`src/rtl/dpw_cfg.svh`:
```
`ifndef DPW_CFG_SVH
`define DPW_CFG_SVH

// Register byte offsets.
`define DPW_OFF_PWRCTL     8'h00
`define DPW_OFF_AHBCLK     8'h04
`define DPW_OFF_APBCLK     8'h08
`define DPW_OFF_KEEPSTATE  8'h0c
`define DPW_OFF_CLKSEL0    8'h10
`define DPW_OFF_CLKSEL1    8'h14
`define DPW_OFF_CLKDIV     8'h18
`define DPW_OFF_CLKSEL2    8'h1c
`define DPW_OFF_SLEEPGATE  8'h20
`define DPW_OFF_PWRFLAGS   8'h24
`define DPW_OFF_DBGPD      8'h28
`define DPW_OFF_IRQ_STATUS 8'h2c
`define DPW_OFF_IRQ_MASK   8'h30

// Power-control field positions.
`define DPW_PC_STATUS_LSB  28
`define DPW_PC_POR_FLAG    26
`define DPW_PC_TMR_FLAG    25
`define DPW_PC_PIN_FLAG    24
`define DPW_PC_SELECT_LSB  20
`define DPW_PC_OSC_OFF     17
`define DPW_PC_PIN_DIS     16
`define DPW_PC_DEEP_REQ    11
`define DPW_PC_STBY_REQ    10
`define DPW_PC_OSC_EN_LSB  1

// Debug power-down disable bit in the debug register.
`define DPW_DBG_DISABLE    0

// Reset values.
`define DPW_RST_PWRCTL_OSC 3'h3
`define DPW_RST_AHBCLK     32'h00000005
`define DPW_RST_APBCLK     32'h00000000
`define DPW_RST_KEEPSTATE  32'h00000000
`define DPW_RST_CLKSEL0    32'h00000038
`define DPW_RST_CLKSEL1    32'h3300771f
`define DPW_RST_CLKDIV     32'h00000000
`define DPW_RST_CLKSEL2    32'hfffffff0
`define DPW_RST_SLEEPGATE  32'h0fffffff
`define DPW_RST_PWRFLAGS   32'h00000000
`define DPW_RST_DBGPD      32'h00000000

// Slow oscillator cycle counts for each timer select bit.
`define DPW_WAKE_CNT0      11'h080
`define DPW_WAKE_CNT1      11'h100
`define DPW_WAKE_CNT2      11'h200
`define DPW_WAKE_CNT3      11'h400

// Interrupt status bit positions.
`define DPW_IRQ_DEEP_WAKE  0
`define DPW_IRQ_STBY_WAKE  1
`define DPW_IRQ_REFUSED    2
`define DPW_IRQ_LOCKED_WR  3

`endif

```
`src/rtl/dpw_pkg.sv`:
```
package dpw_pkg;

  // APB request from the master.
  typedef struct packed {
    logic        psel;
    logic        penable;
    logic        pwrite;
    logic [7:0]  paddr;
    logic [31:0] pwdata;
    logic [3:0]  pstrb;
  } dpw_apb_req_t;

  // APB answer to the master.
  typedef struct packed {
    logic [31:0] prdata;
    logic        pready;
    logic        pslverr;
  } dpw_apb_rsp_t;

  // Power mode, one-hot.
  typedef enum logic [2:0] {
    DPW_RUN     = 3'b001,
    DPW_DEEP    = 3'b010,
    DPW_STANDBY = 3'b100
  } dpw_mode_t;

  // Power pin and status outputs.
  typedef struct packed {
    logic deepdown_active;
    logic standby_active;
    logic slow_osc_run;
    logic fast_osc_enable;
    logic crystal_enable;
  } dpw_power_out_t;

endpackage

```
`src/rtl/dpw_sync.sv`:
```
`timescale 1ns/1ps
`default_nettype none

// Two-flop synchroniser for a group of asynchronous levels.
module dpw_sync #(
  parameter int          WIDTH     = 4,
  parameter logic [3:0]  RESET_VAL = 4'h0
) (
  // Clock and reset.
  input  wire logic             i_clk,
  input  wire logic             i_resetn,
  // Levels in and out.
  input  wire logic [WIDTH-1:0] i_async,
  output logic      [WIDTH-1:0] o_sync
);

  typedef struct packed {
    logic [WIDTH-1:0] stage1;
    logic [WIDTH-1:0] stage2;
  } dpw_sync_state_t;

  dpw_sync_state_t state;
  dpw_sync_state_t next_state;

  // Only the second stage looks at the first, to keep metastability contained.
  always_comb
  begin
    next_state.stage1 = i_async;
    next_state.stage2 = state.stage1;
  end

  // Register both stages.
  always_ff @(posedge i_clk or negedge i_resetn)
  begin
    if (!i_resetn)
    begin
      state.stage1 <= RESET_VAL[WIDTH-1:0];
      state.stage2 <= RESET_VAL[WIDTH-1:0];
    end
    else
    begin
      state <= next_state;
    end
  end

  assign o_sync = state.stage2;

endmodule

`default_nettype wire

```
`src/rtl/dpw_power_ctrl.sv`:
```
`timescale 1ns/1ps
`default_nettype none
`include "dpw_cfg.svh"

// Operation
// - Bits 31 to 28 read back the wake-timer select as latched on entry to deepest power-down.
// - Bit 26 is set when the last deepest power-down wakeup came from a power-on event.
// - Bit 25 is set when the last wakeup came from the slow oscillator timer.
// - Bit 24 is set when the last wakeup came from a falling edge on the wake pin.
// - All three wake flags clear whenever deepest power-down is entered.
// - Select bits 23 to 20; bit 0 wakes after 128 slow cycles, bit 1 after 256.
// - Select bit 2 wakes after 512 slow cycles, bit 3 after 1024.
// - Bit 17 at 0 keeps the slow oscillator on in deepest power-down, at 1 stops it and any timed wake.
// - Bit 16 decides whether the wake pin may wake the device from deepest power-down.
// - The power-control register ignores writes while protection is locked.
// - Eleven 32-bit clock-controller registers are decoded at offsets 0x00 to 0x28.
// - Bit 11 is the deepest power-down request and bit 10 the standby request.
// - Deepest request set and a wait-for-interrupt or event enters deepest power-down.
// - Standby request set and a wait-for-interrupt or event enters standby power-down; with bit 11 also set the code enters deepest power-down instead.
// - The wake-pin bit is active low: 0 enables pin wakeup, 1 disables it.
module dpw_power_ctrl
  import dpw_pkg::*;
(
  // Clock and reset.
  input  wire logic                  i_clk,
  input  wire logic                  i_resetn,
  // APB slave.
  input  wire dpw_pkg::dpw_apb_req_t i_apb,
  output var  dpw_pkg::dpw_apb_rsp_t o_apb,
  // Core and protection status, same clock.
  input  wire logic                  i_prot_unlocked,
  input  wire logic                  i_core_sleep,
  input  wire logic                  i_debug_active,
  // Asynchronous pins.
  input  wire logic                  i_wake_pin,
  input  wire logic                  i_slow_osc_clk,
  input  wire logic                  i_por_event,
  input  wire logic                  i_standby_wake,
  // Power outputs and interrupt.
  output var  dpw_pkg::dpw_power_out_t o_power,
  output logic                       o_irq
);
  import dpw_pkg::*;

  localparam int NUM_BANK = 10;

  typedef struct packed {
    dpw_mode_t                     mode;
    logic [3:0]                    wake_timer_status;
    logic                          power_on_wake_flag;
    logic                          timer_wake_flag;
    logic                          pin_wake_flag;
    logic [3:0]                    wake_timer_select;
    logic                          slow_osc_off_in_deepdown;
    logic                          wake_pin_disable;
    logic                          deepest_powerdown_request;
    logic                          standby_powerdown_request;
    logic [2:0]                    osc_enables;
    logic [NUM_BANK-1:0][31:0]     bank;
    logic [10:0]                   slow_count;
    logic                          slow_prev;
    logic                          pin_prev;
    logic [3:0]                    irq_status;
    logic [3:0]                    irq_mask;
    dpw_apb_rsp_t                  rsp;
    dpw_power_out_t                pwr;
    logic                          irq;
  } dpw_state_t;

  // Plain storage registers, offsets 0x04 to 0x28 in order.
  localparam logic [NUM_BANK-1:0][31:0] BANK_RESET = {
    `DPW_RST_DBGPD, `DPW_RST_PWRFLAGS, `DPW_RST_SLEEPGATE, `DPW_RST_CLKSEL2,
    `DPW_RST_CLKDIV, `DPW_RST_CLKSEL1, `DPW_RST_CLKSEL0, `DPW_RST_KEEPSTATE,
    `DPW_RST_APBCLK, `DPW_RST_AHBCLK
  };

  localparam dpw_state_t RESET_STATE = '{
    mode:                      DPW_RUN,
    wake_timer_status:         4'h0,
    power_on_wake_flag:        1'b0,
    timer_wake_flag:           1'b0,
    pin_wake_flag:             1'b0,
    wake_timer_select:         4'h0,
    slow_osc_off_in_deepdown:  1'b0,
    wake_pin_disable:          1'b0,
    deepest_powerdown_request: 1'b0,
    standby_powerdown_request: 1'b0,
    osc_enables:               `DPW_RST_PWRCTL_OSC,
    bank:                      BANK_RESET,
    slow_count:                11'h000,
    slow_prev:                 1'b0,
    pin_prev:                  1'b1,
    irq_status:                4'h0,
    irq_mask:                  4'h0,
    rsp:                       '0,
    pwr:                       '{1'b0, 1'b0, 1'b1, 1'b1, 1'b1},
    irq:                       1'b0
  };

  dpw_state_t state;
  dpw_state_t next_state;
  logic [3:0] pins_sync;
  logic       por_s;
  logic       pin_s;
  logic       slow_s;
  logic       stby_s;

  // Every pin passes two flops; the wake pin idles high.
  dpw_sync #(
    .WIDTH     (4),
    .RESET_VAL (4'h4)
  ) u_sync (
    .i_clk    (i_clk),
    .i_resetn (i_resetn),
    .i_async  ({i_por_event, i_wake_pin, i_slow_osc_clk, i_standby_wake}),
    .o_sync   (pins_sync)
  );

  assign {por_s, pin_s, slow_s, stby_s} = pins_sync;

  // Merge write data into an old word under the byte strobes.
  function automatic logic [31:0] merge_strb(input logic [31:0] old_w,
                                             input logic [31:0] new_w,
                                             input logic [3:0]  strb);
    logic [31:0] res;
    res = old_w;
    for (int b = 0; b < 4; b++)
    begin
      if (strb[b])
      begin
        res[8*b +: 8] = new_w[8*b +: 8];
      end
    end
    return res;
  endfunction

  // Assemble the power-control word from its fields.
  function automatic logic [31:0] pwrctl_word(input dpw_state_t s);
    logic [31:0] w;
    w = 32'h00000000;
    w[`DPW_PC_STATUS_LSB +: 4] = s.wake_timer_status;
    w[`DPW_PC_POR_FLAG]        = s.power_on_wake_flag;
    w[`DPW_PC_TMR_FLAG]        = s.timer_wake_flag;
    w[`DPW_PC_PIN_FLAG]        = s.pin_wake_flag;
    w[`DPW_PC_SELECT_LSB +: 4] = s.wake_timer_select;
    w[`DPW_PC_OSC_OFF]         = s.slow_osc_off_in_deepdown;
    w[`DPW_PC_PIN_DIS]         = s.wake_pin_disable;
    w[`DPW_PC_DEEP_REQ]        = s.deepest_powerdown_request;
    w[`DPW_PC_STBY_REQ]        = s.standby_powerdown_request;
    w[`DPW_PC_OSC_EN_LSB +: 3] = s.osc_enables;
    return w;
  endfunction

  // Next-state logic for the bus, the power modes and the wake sources.
  always_comb
  begin
    logic        setup;
    logic        access;
    logic        mapped;
    logic        aligned;
    logic [5:0]  widx;
    logic [31:0] rdata;
    logic [31:0] wword;
    logic [10:0] count_inc;
    logic        slow_rise;
    logic        pin_fall;
    logic        timer_hit;
    logic        pd_blocked;
    logic [3:0]  events;
    logic        locked_wr;

    next_state = state;
    setup      = i_apb.psel && !i_apb.penable;
    access     = i_apb.psel && i_apb.penable && state.rsp.pready;
    aligned    = (i_apb.paddr[1:0] == 2'h0);
    widx       = i_apb.paddr[7:2];
    rdata      = 32'h00000000;
    wword      = 32'h00000000;
    events     = 4'h0;
    locked_wr  = 1'b0;

    // Eleven clock-controller words plus the interrupt pair.
    mapped = aligned && (i_apb.paddr <= `DPW_OFF_IRQ_MASK);
    if (i_apb.paddr == `DPW_OFF_PWRCTL)
    begin
      rdata = pwrctl_word(state);
    end
    else if (i_apb.paddr == `DPW_OFF_IRQ_STATUS)
    begin
      rdata = {28'h0000000, state.irq_status};
    end
    else if (i_apb.paddr == `DPW_OFF_IRQ_MASK)
    begin
      rdata = {28'h0000000, state.irq_mask};
    end
    else if (mapped)
    begin
      rdata = state.bank[widx - 6'h01];
    end

    // Answer one cycle after setup; zero wait states in the access phase.
    next_state.rsp.pready  = setup;
    next_state.rsp.pslverr = setup && !mapped;
    next_state.rsp.prdata  = (setup && mapped && !i_apb.pwrite) ? rdata : 32'h00000000;

    // Register writes take effect at the completing access edge.
    if (access && i_apb.pwrite && mapped)
    begin
      wword = merge_strb(rdata, i_apb.pwdata, i_apb.pstrb);
      if (i_apb.paddr == `DPW_OFF_PWRCTL)
      begin
        if (i_prot_unlocked)
        begin
          next_state.wake_timer_select         = wword[`DPW_PC_SELECT_LSB +: 4];
          next_state.slow_osc_off_in_deepdown  = wword[`DPW_PC_OSC_OFF];
          next_state.wake_pin_disable          = wword[`DPW_PC_PIN_DIS];
          next_state.deepest_powerdown_request = wword[`DPW_PC_DEEP_REQ];
          next_state.standby_powerdown_request = wword[`DPW_PC_STBY_REQ];
          next_state.osc_enables               = wword[`DPW_PC_OSC_EN_LSB +: 3];
        end
        else
        begin
          locked_wr = 1'b1;
        end
      end
      else if (i_apb.paddr == `DPW_OFF_IRQ_MASK)
      begin
        next_state.irq_mask = wword[3:0];
      end
      else if (i_apb.paddr != `DPW_OFF_IRQ_STATUS)
      begin
        next_state.bank[widx - 6'h01] = wword;
      end
    end

    // Edge detectors run on synchronised pins only.
    next_state.slow_prev = slow_s;
    next_state.pin_prev  = pin_s;
    slow_rise = slow_s && !state.slow_prev;
    pin_fall  = !pin_s && state.pin_prev;
    count_inc = state.slow_count + 11'h001;

    // Any latched select bit whose count is reached fires; none set never fires.
    timer_hit = slow_rise && !state.slow_osc_off_in_deepdown &&
                ((state.wake_timer_status[0] && count_inc == `DPW_WAKE_CNT0) ||
                 (state.wake_timer_status[1] && count_inc == `DPW_WAKE_CNT1) ||
                 (state.wake_timer_status[2] && count_inc == `DPW_WAKE_CNT2) ||
                 (state.wake_timer_status[3] && count_inc == `DPW_WAKE_CNT3));

    // Debug activity or the debug disable bit holds the device out of power-down.
    pd_blocked = i_debug_active || state.bank[9][`DPW_DBG_DISABLE];

    // Power-mode sequencer.
    case (state.mode)
      DPW_RUN:
      begin
        if (i_core_sleep && (state.deepest_powerdown_request ||
                             state.standby_powerdown_request))
        begin
          if (pd_blocked)
          begin
            events[`DPW_IRQ_REFUSED] = 1'b1;
          end
          else if (state.deepest_powerdown_request)
          begin
            next_state.mode               = DPW_DEEP;
            next_state.wake_timer_status  = state.wake_timer_select;
            next_state.power_on_wake_flag = 1'b0;
            next_state.timer_wake_flag    = 1'b0;
            next_state.pin_wake_flag      = 1'b0;
            next_state.slow_count         = 11'h000;
          end
          else
          begin
            next_state.mode = DPW_STANDBY;
          end
        end
      end
      DPW_DEEP:
      begin
        if (slow_rise && !state.slow_osc_off_in_deepdown)
        begin
          next_state.slow_count = count_inc;
        end
        // A power cycle wins over the timer, and the timer over the pin.
        if (por_s)
        begin
          next_state.power_on_wake_flag = 1'b1;
        end
        else if (timer_hit)
        begin
          next_state.timer_wake_flag = 1'b1;
        end
        else if (pin_fall && !state.wake_pin_disable)
        begin
          next_state.pin_wake_flag = 1'b1;
        end
        if (por_s || timer_hit || (pin_fall && !state.wake_pin_disable))
        begin
          next_state.mode                      = DPW_RUN;
          next_state.deepest_powerdown_request = 1'b0;
          events[`DPW_IRQ_DEEP_WAKE]           = 1'b1;
        end
      end
      DPW_STANDBY:
      begin
        if (stby_s || por_s)
        begin
          next_state.mode                      = DPW_RUN;
          next_state.standby_powerdown_request = 1'b0;
          events[`DPW_IRQ_STBY_WAKE]           = 1'b1;
        end
      end
      default:
      begin
        next_state.mode = DPW_RUN;
      end
    endcase

    events[`DPW_IRQ_LOCKED_WR] = locked_wr;

    // Write-one-to-clear, but a new event in the same cycle wins.
    if (access && i_apb.pwrite && i_apb.paddr == `DPW_OFF_IRQ_STATUS && i_apb.pstrb[0])
    begin
      next_state.irq_status = state.irq_status & ~i_apb.pwdata[3:0];
    end
    next_state.irq_status = next_state.irq_status | events;
    next_state.irq        = |(next_state.irq_status & next_state.irq_mask);

    // Power outputs follow the next mode so they come straight from flops.
    next_state.pwr.deepdown_active = (next_state.mode == DPW_DEEP);
    next_state.pwr.standby_active  = (next_state.mode == DPW_STANDBY);
    next_state.pwr.slow_osc_run    = !((next_state.mode == DPW_DEEP) &&
                                       next_state.slow_osc_off_in_deepdown);
    next_state.pwr.fast_osc_enable = next_state.osc_enables[1] &&
                                     (next_state.mode == DPW_RUN);
    next_state.pwr.crystal_enable  = next_state.osc_enables[0];
  end

  // The whole state lives in one register.
  always_ff @(posedge i_clk or negedge i_resetn)
  begin
    if (!i_resetn)
    begin
      state <= RESET_STATE;
    end
    else
    begin
      state <= next_state;
    end
  end

  // Outputs are fields of the state register.
  assign o_apb   = state.rsp;
  assign o_power = state.pwr;
  assign o_irq   = state.irq;

endmodule

`default_nettype wire

```
`config.mk`:
```
export PLATFORM = sky130hd
export DESIGN_NAME = dpw_power_ctrl
export DESIGN_NICKNAME = d
export VERILOG_FILES = /design/src/rtl/dpw_pkg.sv /design/src/rtl/dpw_sync.sv /design/src/rtl/dpw_power_ctrl.sv
export VERILOG_INCLUDE_DIRS = /design/src /design/src/rtl
export SDC_FILE = /design/constraint.sdc
export NUM_CORES = 1
export LEC_CHECK = 0
export BUFFER_PORTS_ARGS = -buffer_cell sky130_fd_sc_hd__buf_2
export CAP_MARGIN = 5
export CORE_ASPECT_RATIO = 1.1
export CORE_MARGIN = 2
export CORE_UTILIZATION = 55
export CTS_CLUSTER_SIZE = 24
export DETAILED_ROUTE_END_ITERATION = 16
export PLACE_DENSITY = 0.84
export SYNTH_ARGS = -nofsm -noshare
export SYNTH_HDL_FRONTEND = slang
export SYNTH_SLANG_ARGS = --single-unit
export TNS_END_PERCENT = 30
```
`constraint.sdc`:
```
create_clock -name i_clk -period 5.7 [get_ports i_clk]
set_input_delay 0.57 -clock i_clk [delete_from_list [all_inputs] [get_ports i_clk]]
set_output_delay 0.57 -clock i_clk [all_outputs]
set_load 0.005 [all_outputs]
```
==> results.yml, run 1 <==
status:
  status: "complete, no violations"
power:
  p_int_uw: 4580
  power.share.sequential_pct: 48.9
  vdd_drop_max_uv: 190
  p_leak_uw: 0.00913
  clock_power_share_pct: 45.0
  pwr-share-comb_pct: 6.1
  power.density_mw_per_mm2: 286
  switchingPower_uw: 1400
  p_sw_share_pct: 23.4
synth:
  synth.distinct_cells: 67
  syn_nets: 1975
  yosysTopAreaCellShare_pct: 42.7
  yosys-top-cells-area: "dfrtp_1 (43%), dfstp_2 (12%), o21ai_0 (9.1%)"
  yosys.area.top_type: "dfrtp_1"
  synth.avg_cell_area_um2: 9.96
  seq_area_frac_synth_pct: 54.3
  synth_flop_cell: "dfrtp_1"
  syn_inst: 1912
  yosysWarnings: 0
  ys_ff_latch: 409
  ys_async_sr_fraction_pct: 100
  synth_edf_count: 0
  syn_area_mm2: 0.0190
cts:
  cts_tree: "done"
  clk_pin_slew_worst_paths_ns: 0.06
  clockRootBuffer: "clkbuf_16"
  clockBufferDepth: 3
  cts_hold_buffers: 0
  clkLatencyLatePin_ns: 0.55
  cts_resized: 0
  cts_setup_buffers: 0
  cts.sinks: 409
  cts_buffers: 42
  cts_max_level: 2
critical_path:
  required_ns: 6.07
  path_class: "in -> reg"
  reg2reg_slack_ns: 2.89
  ff2ff_path_depth: 6
  startpoint_type: "input port"
  worst_r2r_startpoint: "o_apb[1]"
  crit_fanout: 33
  crit_path_end_kind: "flop"
  r2r-end: "state[208]"
  arrival_ns: 4.24
cells_and_area:
  syn2layout_area_growth_pct: 9.77
  drive_gt1_share_pct: 20.2
  fin_nets: 1966
  n_antenna_cell: 0
timing:
  period_needed_ns: 3.87
  fin_crit_sh_pct: 67.9
  holdWs_ns: 0.0345
  fmax_mhz: 258
  hold_violations: 0
  fin_setup_tns_ns: 0
  fin_skew_ns: 0.0308
  grt_setup_unrepaired: "no"
  setup_violations: 0
  relSlewSlack_pct: 20.3
  worst_pin_slew_ns: 1.19
  slew_violations: 0
floorplan:
  row_count: 71
  fp.dieW_um: 181
  core_area_mm2: 0.0341
  boundaryPins: 96
  dieArea_mm2: 0.0361
  start_util_pct: 55.8
  die_y_um: 199
grt:
  antenna_found_initial: 1
  grt_pass1_vias: 15100
  gr-total-overflow: 0
  grt_first_pass_wirelength_um: 79700
  grt.total_usage_pct: 27.9
  grt_max_degree: 155
drt:
  ant_nets: 0
  drt-pass1-iter-count: 6
  drt_iter0_markers: 1537
  route.vias.total: 14900
  drc_errors: 0
  finalWirelength_um: 49500
  vias_per_cell: 6.27
  wire_per_inst_um: 20.9
placed_design:
  port_buffers: 95
  post-dp-hpwl_um: 30600
  gp_congestion: 0.883
job:
  maxCapViolCount: 0
hold_path:
  min_path_type: "in -> async"
==> worst max-delay path, cell delays in order <==
cell	delay (ns)
buf_6	0.32
inv_1	0.16
ha_2	0.89
buf_4	0.46
mux4_2	0.35
and3_1	0.18
o21ai_0	0.18
a21oi_1	0.16
a211o_1	0.34
o21ai_1	0.36
o21ai_0	0.23
==> state kept, by name, summed over array words and instances, names as in the netlist <==
signal,flops
o_apb,34
o_irq,1
o_power,4
state,362
u_sync.next_state,4
u_sync.o_sync,4
==> worst max path at each step <==
| stage | startpoint | endpoint | slack (ns) | cells past startpoint |
|---|---|---|---|---|
| 4_1_cts | i_apb[38] | state[118] | 1.91 | 11 |
| 2_1_floorplan | i_apb[38] | state[129] | 1.37 | 19 |
| 5_1_grt | i_apb[38] | state[118] | 1.64 | 11 |
| 3_3_place_gp | i_apb[38] | state[118] | 1.43 | 11 |
| 6_report | i_apb[38] | state[118] | 1.83 | 11 |
| 3_5_place_dp | i_apb[38] | state[118] | 1.35 | 11 |
==> synth_stat cells, types with 4 or more instances <==
| master | instances |
|---|---|
| nand2_1 | 450 |
| o31ai_1 | 5 |
| nor3_1 | 11 |
| a211oi_1 | 12 |
| buf_2 | 23 |
| nor3b_1 | 5 |
| clkbuf_1 | 111 |
| nand4_1 | 4 |
| nor2_1 | 79 |
| nor2b_1 | 6 |
| buf_1 | 5 |
| and3_1 | 20 |
| and2_1 | 5 |
| nand3_1 | 67 |
| ha_1 | 7 |
| a21oi_1 | 42 |
| inv_1 | 13 |
| xnor2_1 | 5 |
| or2_2 | 4 |
| mux2i_1 | 32 |
| mux2_2 | 11 |
| a31oi_1 | 6 |
| o21ai_1 | 20 |
| a21o_1 | 7 |
| a21oi_2 | 8 |
| buf_4 | 43 |
| o211ai_1 | 4 |
| o21ai_0 | 347 |
| a211o_1 | 8 |
| dfrtp_1 | 325 |
| o21a_1 | 6 |
| mux4_2 | 65 |
| a22oi_1 | 11 |
| nand2b_1 | 5 |
| dfstp_2 | 84 |
==> cell type report <==
cell class,instances,area (um^2)
multi-input combinational,1305,7810
clock inverter,12,114
fill,2631,13200
inverter,13,48.8
sequential,409,10300
clock buffer,66,1250
timing repair buffer,132,782
tap,438,548
==> placed cells by master, fill, tap and decap left out, drive strengths merged, types with 5 or more instances in the layout <==
cell type and n:
nor3 11, xnor2 5, a211oi 12, a21o 7
a22oi 11, nand3 67, clkinv 10, ha 7
buf 132, inv 13, o21ai 369, and2 5
mux2 11, or2 7, mux4 65, o31ai 6
nor2b 6, nor3b 5, nand2 451, a21oi 50
a211o 8, nand2b 5, clkbuf 66, a31oi 6
and3 20, o21a 6, nor2 79, dfrtp 325
mux2i 32, dfstp 84
==> kinds of logic (layout without fill, tap and decap cells) <==
group                      Yosys count  count (layout)  share of synthesized area, %
DFF                                409             409                          54.3
and+or+nand+nor                    679             679                          15.1
adders and majority gates            7               7                         0.460
xor gates and xnor gates             8               8                         0.368
buffers and inverters              198             223                          5.02
AOI/OAI and AO/OA                  503             503                          14.7
muxes                              108             108                          10.0
==> power groups by stage <==
stage	logic, uW	clock network, uW	registers (uW)
6_report	364	2690	2920
2_1_floorplan	192	0	2970
5_1_grt	395	2840	2920
3_5_place_dp	358	0	2970
3_3_place_gp	351	0	2970
4_1_cts	360	2720	2920
==> through the flow <==
| stage | total power, uW | cell area (um^2) | setup WS (ns) | util (%) | instances |
|---|---|---|---|---|---|
| 6_report | 5980 | 20900 | 1.83 | 61.3 | 2375 |
| 5_1_grt | 6160 | 20900 | 1.64 | 61.3 | 2375 |
| 3_3_place_gp | 3320 | 19500 | 1.43 | 57.3 | 2297 |
| 2_1_floorplan | 3160 | 19000 | 1.37 | - | 1912 |
| 3_5_place_dp | 3330 | 19500 | 1.35 | 57.3 | 2297 |
| 4_1_cts | 6000 | 20900 | 1.91 | 61.3 | 2375 |
==> layer usage <==
layer	vias to the layer above	track usage, %	routed length, um
li1	6563	-	-
met1	7346	35.5	19100
met2	806	46.0	23800
met3	188	5.19	4270
met4	0	14.9	2430
met5	-	0	0
No activity file was read; power rests on OpenSTA's default activity.
==> run 2: changes to the inputs <==
- clock period: 5.7 -> 3.81 ns (I/O delays scaled with it)
==> results.yml, run 2 (synthesized netlist as in run 1, its figures left out) <==
grt:
  grt_first_pass_wirelength_um: 80200
  antenna_found_initial: 0
  grt_pass1_vias: 15100
  gr-total-overflow: 0
  grt.total_usage_pct: 28.2
  grt_max_degree: 110
floorplan:
  fp.dieW_um: 181
  row_count: 71
  die_y_um: 199
  start_util_pct: 55.8
  boundaryPins: 96
  core_area_mm2: 0.0341
  dieArea_mm2: 0.0361
cells_and_area:
  layout_commonest_cell: "nand2_1"
  largest_register_ff_count: 362
  regMostFlops: "state"
  n_antenna_cell: 0
  final_util_pct: 62.2
  fin_nets: 1988
  syn2layout_area_growth_pct: 11.5
  drive_gt1_share_pct: 21.1
  layout_common_cells: "nand2_1 (450), o21ai_0 (347), dfrtp_1 (325)"
critical_path:
  path_delay_family: "compound AO/OA/AOI/OAI gates"
  arrival_ns: 3.29
  critPathMaxStageDelay_ns: 0.45
  path_cells: "buf_2, inv_1, ha_2, buf_12, inv_1, buf_4, a211oi_1, a21oi_1, o21ai_0, a22oi_1, buf_4, a21o_1, o21ai_0"
  crit_fanout: 51
  crit_buf_inv: 6
  slowest_stage: "ha_2"
  startpoint_type: "input port"
  path_class: "in -> reg"
  crit_path_end_kind: "flop"
  required_ns: 4.28
timing:
  slew_violations: 0
  fin_crit_sh_pct: 74.0
  fin_setup_tns_ns: 0
  period_needed_ns: 2.82
  setup_slack_ns: 0.990
  fin_skew_ns: 0.0258
  fmax_mhz: 355
  grt_setup_unrepaired: "no"
  relSlewSlack_pct: 29.4
  setup_violations: 0
  worst_pin_slew_ns: 1.06
  hold_violations: 0
placed_design:
  pre_cts_slack_ns: 0.541
  post-dp-hpwl_um: 31400
  gp_congestion: 0.979
  port_buffers: 95
cts:
  cts_max_level: 2
  clockRootBuffer: "clkbuf_16"
  clk_pin_slew_worst_paths_ns: 0.06
  cts_resized: 0
  cts.sinks: 409
  cts_setup_buffers: 0
  cts_buffers: 41
  clockBufferDepth: 3
  cts_tree: "done"
  clkLatencyLatePin_ns: 0.56
hold_path:
  min_path_type: "in -> reg"
power:
  p_leak_uw: 0.00928
  vdd_drop_max_uv: 342
  power.density_mw_per_mm2: 423
drt:
  wire_per_inst_um: 21.0
  route.vias.total: 15100
  drt-pass1-iter-count: 6
  drc_errors: 0
  drt_iter0_markers: 1362
  vias_per_cell: 6.30
  finalWirelength_um: 50200
  ant_nets: 0
status:
  status: "complete, no violations"
job:
  maxCapViolCount: 0
==> run 2: worst register-to-register path: stages, from the launching register on <==
cell	delay (ns)
dfrtp_1	0.46
ha_1	0.32
and3_1	0.30
a2111oi_0	0.40
a31o_2	0.16
a22oi_1	0.10
nor3_1	0.49
o21ai_1	0.22
and2_1	0.18
==> run 2: final timing paths <==
kind	from	slack, ns	endpoint	depth (start not counted)
min	i_apb[45]	0.02	o_apb[1]	2
min reg2reg	u_sync.next_state[1]	0.36	u_sync.o_sync[1]	0
min in group asynchronous	i_resetn	0.46	state[54]	2
max reg2reg	state[50]	1.07	state[385]	8
max	i_apb[39]	0.99	state[177]	13
max in group asynchronous	i_resetn	2.27	state[274]	3
==> run 2: layer usage <==
layer	GRT usage (%)	wire length (um)	vias to the layer above
met1	35.9	19100	7399
li1	-	-	6628
met5	0	0	-
met3	5.36	4470	221
met4	16.1	2730	0
met2	45.8	24000	838
==> run 2: power breakdown <==
part           internal (uW)  total, uW  leakage [uW]  switching, uW
Clock                   2300       4030      0.000664           1730
Sequential              4360       4370       0.00531           8.23
Combinational            168        572       0.00330            403
==> run 2: area by class of cell <==
cell class                 instances  area, um^2
tap                              438         548
multi-input combinational       1305        7830
sequential                       409       10300
clock inverter                    12         148
timing repair buffer             155        1080
clock buffer                      64        1220
inverter                          13        48.8
fill                            2603       12900
==> run 2: repair_timing <==
action	in CTS	in global routing
endpoints found under the setup margin	0	0
hold buffers	5	0
endpoints found under the hold margin	89	0
==> run 2: metrics by stage <==
stage               instance area [um^2]  total power, uW  std cells  hold WS (ns)
floorplan                          19100             4730       1912        0.0854
global placement                   19800             4990       2315         0.343
detailed placement                 19800             5000       2315         0.336
CTS                                21200             8990       2396        0.0131
global route                       21200             9230       2396        0.0250
finish                             21200             8970       2396        0.0214
